`src/design/dsadc_pkg.sv`:
```
// constants, phase encoding and register map of the dual-slope converter sequencer
// assumes a 250 MHz system clock and Avalon-MM register access
package dsadc_pkg;

  // sequencer phases
  typedef enum logic [1:0] {
    DSADC_CLEAR,
    DSADC_NULL,
    DSADC_UP,
    DSADC_DOWN
  } dsadc_phase_t;

  // phase select codes {hi, lo}
  localparam logic [1:0] DSADC_SEL_NULL  = 2'h1;
  localparam logic [1:0] DSADC_SEL_UP    = 2'h2;
  localparam logic [1:0] DSADC_SEL_DOWN  = 2'h3;
  localparam logic [1:0] DSADC_SEL_CLEAR = 2'h0;

  // timing
  localparam int unsigned DSADC_TICK_DIV   = 4;
  localparam logic [7:0]  DSADC_TB_LOW     = 8'hff;
  localparam logic [7:0]  DSADC_PRESET_RST = 8'h00;
  localparam logic [7:0]  DSADC_PRESET_HI  = 8'h00;
  localparam logic [7:0]  DSADC_PRESET_LO  = 8'h80;
  localparam int unsigned DSADC_RES_W      = 18;
  localparam int unsigned DSADC_MAG_W      = 16;

  // register map, byte addresses
  localparam logic [3:0] DSADC_REG_CTRL   = 4'h0;
  localparam logic [3:0] DSADC_REG_PRESET = 4'h4;
  localparam logic [3:0] DSADC_REG_STATUS = 4'h8;
  localparam logic [3:0] DSADC_REG_RESULT = 4'hc;

  // field positions
  localparam int unsigned DSADC_CTRL_HOLD    = 0;
  localparam int unsigned DSADC_STAT_VALID_N = 2;
  localparam int unsigned DSADC_STAT_OVF     = 3;
  localparam int unsigned DSADC_STAT_CE      = 4;

endpackage

```
`src/design/dsadc_top.sv`:
```
// phase sequencer, timebase and register slave of the dual-slope converter control
// assumes converter comparator and host pins synchronous to clk_sys
`timescale 1ns/1ps
`default_nettype none
module dsadc_top (
  // clock and reset
  input  wire logic        clk_sys,
  input  wire logic        rst_n,
  // converter side
  input  wire logic        zero_cross_in,
  output logic             step_sel_hi,
  output logic             step_sel_lo,
  // host serial port
  input  wire logic        read_n,
  input  wire logic        load_n,
  input  wire logic        shift_clock,
  input  wire logic        serial_in,
  output logic             serial_out,
  output logic             serial_out_oe,
  // conversion control and status pins
  input  wire logic        conv_enable_n,
  output logic             result_valid_n,
  // avalon-mm slave
  input  wire logic [3:0]  avs_address,
  input  wire logic        avs_read,
  input  wire logic        avs_write,
  input  wire logic [31:0] avs_writedata,
  input  wire logic [3:0]  avs_byteenable,
  output logic [31:0]      avs_readdata,
  output logic             avs_waitrequest
);
  import dsadc_pkg::*;

  dsadc_phase_t           phase_r;
  dsadc_phase_t           phase_nxt;
  logic [1:0]             div_r;
  logic                   tick;
  logic [15:0]            tb_r;
  logic [15:0]            down_r;
  logic                   ovf_r;
  logic                   sign_r;
  logic [DSADC_RES_W-1:0] result_r;
  logic [7:0]             preset_r;
  logic [7:0]             ser_preset;
  logic                   ser_stb;
  logic                   hold_r;
  logic                   halt;
  logic                   cmp_d;
  logic                   cmp_fall;
  logic                   tb_done;
  logic                   req;
  logic                   take;
  logic [31:0]            rd_nxt;

  // halt from pin or software hold bit
  assign halt     = conv_enable_n | hold_r;
  assign cmp_fall = cmp_d & ~zero_cross_in;
  assign tb_done  = (tb_r == {8'hff, DSADC_TB_LOW});

  // tick divider, one pulse every four clocks
  always_ff @(posedge clk_sys or negedge rst_n) begin
    if (!rst_n) begin
      div_r <= '0;
    end else begin
      div_r <= div_r + 2'h1;
    end
  end
  assign tick = (div_r == 2'(DSADC_TICK_DIV - 1));

  // comparator history for edge detection
  always_ff @(posedge clk_sys or negedge rst_n) begin
    if (!rst_n) begin
      cmp_d <= 1'b0;
    end else begin
      cmp_d <= zero_cross_in;
    end
  end

  // serial port
  dsadc_serial i_dsadc_serial (
    .clk_sys       (clk_sys),
    .rst_n         (rst_n),
    .read_n        (read_n),
    .load_n        (load_n),
    .shift_clock   (shift_clock),
    .serial_in     (serial_in),
    .serial_out    (serial_out),
    .serial_out_oe (serial_out_oe),
    .result        (result_r),
    .preset_byte   (ser_preset),
    .preset_stb    (ser_stb)
  );

  // preset register, written by serial load or by software
  always_ff @(posedge clk_sys or negedge rst_n) begin
    if (!rst_n) begin
      preset_r <= DSADC_PRESET_RST;
    end else if (ser_stb) begin
      preset_r <= ser_preset;
    end else if (take && avs_write && avs_address == DSADC_REG_PRESET && avs_byteenable[0]) begin
      preset_r <= avs_writedata[7:0];
    end
  end

  // next phase
  always_comb begin
    phase_nxt = phase_r;
    unique case (phase_r)
      DSADC_CLEAR: begin
        if (zero_cross_in) begin
          phase_nxt = DSADC_NULL;
        end
      end
      DSADC_NULL: begin
        if (tick && tb_done) begin
          phase_nxt = DSADC_UP;
        end
      end
      DSADC_UP: begin
        if (tick && tb_done) begin
          phase_nxt = DSADC_DOWN;
        end
      end
      DSADC_DOWN: begin
        if (cmp_fall) begin
          phase_nxt = DSADC_CLEAR;
        end
      end
    endcase
    if (halt) begin
      phase_nxt = DSADC_NULL;
    end
  end

  // phase register
  always_ff @(posedge clk_sys or negedge rst_n) begin
    if (!rst_n) begin
      phase_r <= DSADC_CLEAR;
    end else begin
      phase_r <= phase_nxt;
    end
  end

  // phase select pins
  always_ff @(posedge clk_sys or negedge rst_n) begin
    if (!rst_n) begin
      {step_sel_hi, step_sel_lo} <= DSADC_SEL_CLEAR;
    end else begin
      unique case (phase_nxt)
        DSADC_CLEAR: {step_sel_hi, step_sel_lo} <= DSADC_SEL_CLEAR;
        DSADC_NULL:  {step_sel_hi, step_sel_lo} <= DSADC_SEL_NULL;
        DSADC_UP:    {step_sel_hi, step_sel_lo} <= DSADC_SEL_UP;
        DSADC_DOWN:  {step_sel_hi, step_sel_lo} <= DSADC_SEL_DOWN;
      endcase
    end
  end

  // result valid low exactly while in offset null
  always_ff @(posedge clk_sys or negedge rst_n) begin
    if (!rst_n) begin
      result_valid_n <= 1'b1;
    end else begin
      result_valid_n <= (phase_nxt != DSADC_NULL);
    end
  end

  // timebase: starts at preset in upper byte, ends at all ones
  always_ff @(posedge clk_sys or negedge rst_n) begin
    if (!rst_n) begin
      tb_r <= '0;
    end else if (phase_nxt != phase_r || halt) begin
      tb_r <= {preset_r, 8'h00};
    end else if (tick && (phase_r == DSADC_NULL || phase_r == DSADC_UP)) begin
      tb_r <= tb_r + 16'h0001;
    end
  end

  // ramp-down counter with overflow as seventeenth bit
  always_ff @(posedge clk_sys or negedge rst_n) begin
    if (!rst_n) begin
      down_r <= '0;
      ovf_r  <= 1'b0;
      sign_r <= 1'b0;
    end else if (phase_r == DSADC_UP && phase_nxt == DSADC_DOWN) begin
      down_r <= '0;
      ovf_r  <= 1'b0;
      sign_r <= zero_cross_in;
    end else if (phase_r == DSADC_DOWN && tick) begin
      down_r <= down_r + 16'h0001;
      if (down_r == 16'hffff) begin
        ovf_r <= 1'b1;
      end
    end
  end

  // stored result, updated as a new cycle enters offset null
  always_ff @(posedge clk_sys or negedge rst_n) begin
    if (!rst_n) begin
      result_r <= '0;
    end else if (phase_r == DSADC_CLEAR && phase_nxt == DSADC_NULL && !halt) begin
      result_r <= {ovf_r, sign_r, down_r};
    end
  end

  // bus handshake: one wait cycle, then accept
  assign req  = avs_read | avs_write;
  assign take = req & ~avs_waitrequest;

  always_ff @(posedge clk_sys or negedge rst_n) begin
    if (!rst_n) begin
      avs_waitrequest <= 1'b1;
    end else begin
      avs_waitrequest <= ~(req & avs_waitrequest);
    end
  end

  // control register
  always_ff @(posedge clk_sys or negedge rst_n) begin
    if (!rst_n) begin
      hold_r <= 1'b0;
    end else if (take && avs_write && avs_address == DSADC_REG_CTRL && avs_byteenable[0]) begin
      hold_r <= avs_writedata[DSADC_CTRL_HOLD];
    end
  end

  // read mux, unmapped addresses read zero
  always_comb begin
    rd_nxt = '0;
    unique case (avs_address)
      DSADC_REG_CTRL:   rd_nxt[DSADC_CTRL_HOLD] = hold_r;
      DSADC_REG_PRESET: rd_nxt[7:0] = preset_r;
      DSADC_REG_STATUS: begin
        rd_nxt[1:0]                = phase_r;
        rd_nxt[DSADC_STAT_VALID_N] = result_valid_n;
        rd_nxt[DSADC_STAT_OVF]     = ovf_r;
        rd_nxt[DSADC_STAT_CE]      = conv_enable_n;
      end
      DSADC_REG_RESULT: rd_nxt[DSADC_RES_W-1:0] = result_r;
      default:          rd_nxt = '0;
    endcase
  end

  // read data latched as waitrequest drops
  always_ff @(posedge clk_sys or negedge rst_n) begin
    if (!rst_n) begin
      avs_readdata <= '0;
    end else if (avs_read && avs_waitrequest) begin
      avs_readdata <= rd_nxt;
    end
  end
endmodule
`default_nettype wire

```
`src/design/dsadc_serial.sv`:
```
// three-wire serial port: result read-out and preset load
// assumes pins already synchronous to clk_sys
`timescale 1ns/1ps
`default_nettype none
module dsadc_serial (
  // clock and reset
  input  wire logic                              clk_sys,
  input  wire logic                              rst_n,
  // pins
  input  wire logic                              read_n,
  input  wire logic                              load_n,
  input  wire logic                              shift_clock,
  input  wire logic                              serial_in,
  output logic                                   serial_out,
  output logic                                   serial_out_oe,
  // core side
  input  wire logic [dsadc_pkg::DSADC_RES_W-1:0] result,
  output logic [7:0]                             preset_byte,
  output logic                                   preset_stb
);
  import dsadc_pkg::*;

  logic                   read_n_d;
  logic                   load_n_d;
  logic                   sclk_d;
  logic [DSADC_RES_W-1:0] out_sr;
  logic [7:0]             in_sr;
  logic [3:0]             in_cnt;
  logic                   sclk_rise;
  logic                   sclk_fall;

  assign sclk_rise = shift_clock & ~sclk_d;
  assign sclk_fall = ~shift_clock & sclk_d;

  // edge history of pins
  always_ff @(posedge clk_sys or negedge rst_n) begin
    if (!rst_n) begin
      read_n_d <= 1'b1;
      load_n_d <= 1'b1;
      sclk_d   <= 1'b0;
    end else begin
      read_n_d <= read_n;
      load_n_d <= load_n;
      sclk_d   <= shift_clock;
    end
  end

  // read-out shifter, msb goes out
  always_ff @(posedge clk_sys or negedge rst_n) begin
    if (!rst_n) begin
      out_sr <= '0;
    end else if (!read_n && read_n_d) begin
      out_sr <= result;
    end else if (!read_n && sclk_fall) begin
      out_sr <= {out_sr[DSADC_RES_W-2:0], out_sr[DSADC_RES_W-1]};
    end
  end

  // enable follows read level, pin takes msb at read start, next bit on clock falls
  always_ff @(posedge clk_sys or negedge rst_n) begin
    if (!rst_n) begin
      serial_out    <= 1'b0;
      serial_out_oe <= 1'b0;
    end else begin
      serial_out_oe <= ~read_n;
      if (!read_n && read_n_d) begin
        serial_out <= result[DSADC_RES_W-1];
      end else if (!read_n && sclk_fall) begin
        serial_out <= out_sr[DSADC_RES_W-2];
      end
    end
  end

  // preset byte shifts in on rising edges while load low
  always_ff @(posedge clk_sys or negedge rst_n) begin
    if (!rst_n) begin
      in_sr       <= '0;
      in_cnt      <= '0;
      preset_byte <= DSADC_PRESET_RST;
      preset_stb  <= 1'b0;
    end else begin
      preset_stb <= 1'b0;
      if (!load_n && load_n_d) begin
        in_cnt <= '0;
      end else if (!load_n && sclk_rise) begin
        in_sr  <= {in_sr[6:0], serial_in};
        if (in_cnt != 4'h8) begin
          in_cnt <= in_cnt + 4'h1;
        end
      end else if (load_n && !load_n_d) begin
        preset_stb <= 1'b1;
        if (in_cnt == 4'h0) begin
          preset_byte <= serial_in ? DSADC_PRESET_HI : DSADC_PRESET_LO;
        end else begin
          preset_byte <= in_sr;
        end
      end
    end
  end
endmodule
`default_nettype wire

```
`config.mk`:
```
export PLATFORM = sky130hd
export DESIGN_NAME = dsadc_top
export DESIGN_NICKNAME = d
export VERILOG_FILES = /design/src/design/dsadc_pkg.sv /design/src/design/dsadc_top.sv /design/src/design/dsadc_serial.sv
export SDC_FILE = /design/constraint.sdc
export NUM_CORES = 1
export LEC_CHECK = 0
export BUFFER_PORTS_ARGS = -buffer_cell sky130_fd_sc_hd__buf_2
export CORE_UTILIZATION = 52
export CTS_BUF_LIST = sky130_fd_sc_hd__clkbuf_16
export DETAILED_ROUTE_END_ITERATION = 6
export PLACE_DENSITY = 0.87
export SETUP_SLACK_MARGIN = 0.05
export SLEW_MARGIN = 0
export SYNTH_ARGS = -nofsm -noshare
export SYNTH_HDL_FRONTEND = slang
export SYNTH_SLANG_ARGS = --single-unit
```
`constraint.sdc`:
```
create_clock -name clk_sys -period 2.4 [get_ports clk_sys]
set_clock_uncertainty 0.1 [all_clocks]
set_input_delay 0.36 -clock clk_sys [delete_from_list [all_inputs] [get_ports clk_sys]]
set_output_delay 0.36 -clock clk_sys [all_outputs]
set_load 0.05 [all_outputs]
```
**Word-level counts from Yosys, hierarchy flattened**

Cells that the tools add are included.

- Reductions and logical operators: 42
- Add/subtract/negate cells: 4
- Equality and inequality tests: 15
- Muxes and demuxes: 33
- Bitwise gates (word level): 15

Operators with widths:

| cell | number |
|---|---|
| 16-bit two-way mux | 4 |
| 18-bit two-way mux | 2 |
| 16-bit by 1-bit adder with 16-bit output, second input constant | 2 |
| 16-bit == test, second input constant | 2 |
| 8-bit two-way mux | 4 |
| 1-bit logical AND | 17 |
| 2-bit nonzero test | 7 |
| 4-bit two-way mux | 3 |
| 4-bit one-hot mux with 3 select lines | 1 |
| 2-bit == test, second input constant | 5 |
| 10-bit two-way mux | 1 |
| 2-bit two-way mux | 5 |
| 4-bit == test, second input constant | 2 |
| 4-bit logical NOT | 2 |
| 1-bit two-way mux | 8 |
| 1-bit NOT | 8 |
| 2-bit one-hot mux with 4 select lines | 1 |
| 2-bit OR reduction | 4 |
| 3-bit one-hot mux with 2 select lines | 1 |
| 2-bit AND reduction | 3 |
| 1-bit AND | 5 |
| 4-bit by 1-bit adder with 4-bit output, second input constant | 1 |
| 2-bit by 1-bit == test with 1-bit output, second input constant | 2 |
| 4-bit by 3-bit == test with 1-bit output, second input constant | 1 |
| other kinds (11) | 18 |

- Register bits: 132
- Output and inout port bits: 38
- Input port bits: 50
- Logic and storage cells: 134

**Longest topological paths before layout**

- Depth in word-level cells: 9
- Gate-level depth with buffers: 9
- Gate-level depth less buffers: 8

**By module**

Synthesis repeated with hierarchy kept, for this count alone.

- Cells, all modules: 502
- Area total of the unflattened synthesis: 6089.6 µm²

Modules (own cells, without submodules):

| module | sequential area each (µm²) | area each (µm²) | cells each | times used |
|---|---|---|---|---|
| dsadc_top | 2179.6 | 4294.1 | 365 | 1 |
| dsadc_serial | 1078.5 | 1795.5 | 137 | 1 |

**Least setup slack after synthesis**

OpenSTA, ideal clock, no wires.

- Kind: reg2reg
- From: reg phase_r[1]
- To: reg result_r[10]
- Library setup time: 0.125 ns
- Period minus slack after synthesis: 2.897 ns
- Stages on the path, launching flop included: 9
- Path slack: -0.497 ns
- Required time: 2.175 ns
- Arrival: 2.672 ns
- Path buffers: 1
- Cell sequence: dfrtp_1 > inv_1 > ha_1 > a21oi_1 > a21oi_1 > or3_1 > a41oi_4 > buf_6 > mux2_4

- Longest elaborated chain between the ends: 6
- Elaborated cells between the ends (all ways): 13
- Those cells by class: eq/ne: 4; mux: 6; reduce/logical: 3

Ends and longest elaborated chain:

| what | line | source |
|---|---|---|
| from (decl) | dsadc_top.sv:34 | `dsadc_phase_t phase_r;` |
| from (signal assigned) | dsadc_top.sv:140 | `phase_r <= phase_nxt;` |
| 2-bit == test (tied with other cells) | dsadc_top.sv:108 | `unique case (phase_r)` |
| 2-bit one-hot mux with 4 select lines | dsadc_top.sv:108 |  |
| 2-bit two-way mux | dsadc_top.sv:130 | `if (halt) begin` |
| 2-bit by 1-bit == test with 1-bit output | dsadc_top.sv:200 | `end else if (phase_r == DSADC_CLEAR && phase_nxt == DSADC_NULL && !halt) begin` |
| 1-bit logical AND * (2 in series) | dsadc_top.sv:200 |  |
| to (signal assigned) | dsadc_top.sv:201 | `result_r <= {ovf_r, sign_r, down_r};` |
| to (decl) | dsadc_top.sv:42 | `logic [DSADC_RES_W-1:0] result_r;` |

Mark *: on every way between the ends. The rest lies on a longest branch, timed or not.
A chain may end at the register's enable or synchronous reset.

**Worst setup path after layout**

- From: reg phase_r[1]
- To: reg result_r[8]

The elaborated chain is that of the path after synthesis.

==> results by group <==
Outcome
  • Outcome: finished with violations
  • Violated checks: setup timing

Pwr
  • Seq pwr share: 0.410
  • P_leak: 3.51 nW
  • Sw Ratio: 0.230
  • PD cells: 778 mW/mm^2
  • Clk pwr share: 0.510
  • Cell-internal power: 4.54 mW
  • Gate power share: 0.080
  • Psw: 1.36 mW
  • Worst vdd ir: 615 uV

Routing
  • Post-route ant nets: 0
  • Total wire length: 14500 um
  • DRT Pass-1 Iters: 5
  • Met3 Routed Length: 716 um
  • DR iter-0 viols: 321
  • Uppermost layer routed: met4
  • Met1 wire length: 5710 um
  • WL/cell: 18.7 um
  • DR WL met2: 7410 um
  • Vias after detailed routing: 4505
  • DRC violations left: 0
  • Vias per inst: 5.81

Cells and area
  • Post-layout util: 0.667
  • Layout filler cell count: 714
  • Fin nets: 680
  • Inserted Diodes: 0
  • Layout cells sized above 1: 0.302
  • Synth-to-layout area growth: 25.4%

Floorplanning
  • I/O pins: 88
  • Die area: 0.0121 sq mm
  • Core ar.: 0.0114 sq mm
  • Initial Util: 0.532
  • Horiz. Die Dim: 110 um
  • Die height: 110 um
  • Rows: 39

Timing
  • Setup TNS Final: -1060 ps
  • Final setup viols: 19
  • Hold Vio Cnt, Final: 0
  • Max Clock Freq: 398 MHz
  • Max Slew Vio Count: 0
  • RSZ-0062 raised after global routing: true
  • Slew margin rel.: 0.626
  • Setup ws final: -111 ps
  • Final period utilization: 1.05
  • Fin crit period: 2510 ps
  • Worst-Margin Slew: 560 ps

Yosys
  • Synth warn: 0
  • FF+latch count, synth: 130
  • Synth Flop Type: dfrtp_1
  • Number of flops mapped to enable cells by yosys: 0
  • Post-synthesis sequential area ratio: 0.539
  • Mean Syn Cell Area: 11.4 sq um
  • Cells after synthesis: 530
  • Async S/R FF share, synth: 1.00
  • Synth cell types: 49
  • Mapped cell area: 0.00605 sq mm

Worst setup path
  • Worst Path Required: 2590 ps
  • WS Path Type: register to register
  • Arrival time worst endpoint: 2700 ps
  • Crit path max fanout: 5
  • CP Launch Type: register
  • Critical path capture point type: register

Clock network
  • Clock transition at path regs: 60 ps
  • CTS tree: done
  • Clk_lat worst skew: 420 ps
  • CTS buffer count: 17
  • Clk buf depth: 2
  • CTS Sinks: 130
  • Root Buffer: clkbuf_16
  • H-tree depth: 4

Global route
  • First-pass GRT wire length: 22000 um
  • Initial antenna violation count: 0
  • Largest net degree at the start of global routing: 76
  • Number of global-route vias before repair: 4488
  • GRT Total Usage: 0.247
  • Total gr overflow: 0

Placed design
  • RD Place Congestion: 0.842
  • Dpl hpwl: 8580 um
  • I/O Buffers: 46

Worst hold path
  • HP Class: primary input to register

Flow run
  • Max-cap violations: 0
-- final cells by class --
type / instances / area (sq um) / area share
Inverter: 9 / 36.3 / 0.00478
Clock buffer: 17 / 425 / 0.0561
Timing Repair Buffer: 90 / 646 / 0.0851
Tap cell: 143 / 179 / 0.0236
Sequential cell: 130 / 3260 / 0.430
Clock inverter: 15 / 263 / 0.0346
Multi-Input combinational cell: 372 / 2780 / 0.366
-- metal layers --
layer  track usage  vias to the layer above
li1              -                     1998
met1         0.290                     2264
met2         0.409                      197
met3        0.0516                       46
met4         0.160                        0
met5             0                        -
-- cell usage in the layout (no fill, tap or decap), drive strengths merged, types with 3 or more instances in the layout --
master and count:
nand4 11, nand3 14, o31ai 3, and3 4, o21ai 40, nand2b 3
nor2 42, nand3b 3, clkinv 5, inv 9, ha 10, nor3 6
a21oi 6, nand2 65, clkinvlp 3, a22o 19, dfstp 4, bufinv 7
and4 3, conb 14, buf 85, and2 3, mux2i 31, clkbuf 18
dlygate4sd3 4, xnor2 14, dfrtp 126, mux2 40, xor2 19, nor2b 6
-- critical path, cell delays in order, from the launching register on --
cell and delay (ps):
dfrtp_2 470, inv_4 110, ha_4 160, and2b_1 200, nand3b_1 150, or3_4 340
a41oi_4 260, buf_6 170, buf_16 120, mux2_4 290
-- power groups by stage --
stage / clock network [mW] / registers (mW) / logic, mW
after floorplan: 0 / 2.44 / 0.293
after global placement: 0 / 2.44 / 0.417
after detailed placement: 0 / 2.45 / 0.434
after CTS: 3.02 / 2.41 / 0.445
after global routing: 3.12 / 2.43 / 0.514
final: 3.01 / 2.42 / 0.473
-- Yosys cell counts (6+ instances only) --
| cell | instances | share of area |
|---|---|---|
| dfrtp_1 | 126 | 0.52 |
| nand3_1 | 14 | 0.012 |
| buf_4 | 15 | 0.019 |
| nor3_1 | 6 | 0.0050 |
| mux2_4 | 10 | 0.025 |
| ha_1 | 10 | 0.021 |
| xor2_1 | 19 | 0.028 |
| nand4_1 | 10 | 0.010 |
| o21ai_0 | 38 | 0.031 |
| nor2_1 | 42 | 0.026 |
| mux2i_1 | 31 | 0.051 |
| nor2b_1 | 6 | 0.0062 |
| a22o_1 | 19 | 0.028 |
| nand2_1 | 65 | 0.040 |
| inv_1 | 9 | 0.0056 |
| clkbuf_1 | 12 | 0.0074 |
| xnor2_1 | 14 | 0.020 |
| mux2_2 | 30 | 0.056 |
-- sequential cells by signal (all words and copies together), names as in the netlist, 2 cells and up --
signal                      count
i_dsadc_serial.preset_byte      8
tb_r                           16
i_dsadc_serial.out_sr          17
down_r                         16
avs_readdata                   18
i_dsadc_serial.in_cnt           4
result_r                       18
i_dsadc_serial.in_sr            8
div_r                           2
preset_r                        8
phase_r                         2
-- worst paths after layout --
kind / from / end / slack (ps) / depth (start not counted)
min reg2reg: div_r[0]$_DFF_PN0_ / div_r[0]$_DFF_PN0_ / 340 / 1
max in group asynchronous: rst_n / phase_r[1]$_DFF_PN0_ / 1150 / 3
max reg2reg: phase_r[1]$_DFF_PN0_ / result_r[8]$_DFFE_PN0P_ / -110 / 9
max: phase_r[1]$_DFF_PN0_ / result_r[8]$_DFFE_PN0P_ / -110 / 9
min in group asynchronous: rst_n / result_r[9]$_DFFE_PN0P_ / 260 / 2
min: avs_write / avs_waitrequest$_DFF_PN1_ / 60 / 2
-- stage by stage --
| stage | std cells | hold WS, ps | worst slack [ps] | instance area [sq um] | power, mW |
|---|---|---|---|---|---|
| finish | 776 | 63.8 | -111 | 7590 | 5.90 |
| floorplan | 543 | -35.6 | -185 | 6130 | 2.73 |
| global route | 776 | 54.0 | -180 | 7590 | 6.06 |
| CTS | 773 | 48.0 | -43.6 | 7470 | 5.88 |
| detailed placement | 729 | 158 | -42.4 | 6600 | 2.88 |
| global placement | 729 | 149 | 19.9 | 6600 | 2.86 |
-- cells by family (layout without fill, tap and decap cells) --
family,Yosys count,count (layout),share of synthesized area
AND/OR/NAND/NOR,167,167,0.134
XOR/XNOR,33,33,0.0478
AO/OA/AOI/OAI,76,76,0.0865
multiplexers,72,72,0.136
flip-flops,130,130,0.539
other,1,14,0.000620
buffers and inverters,41,131,0.0360
adder cells (fa/ha/maj),10,10,0.0207
-- timing repair --
action	CTS	global route
hold buffers	4	0
buffers inserted	6	3
endpoints found under the setup margin	26	39
gates resized for setup	14	28
gates cloned	2	2
pin swaps	1	6
endpoints found under the hold margin	20	0
No activity file was read; power rests on OpenSTA's default activity.
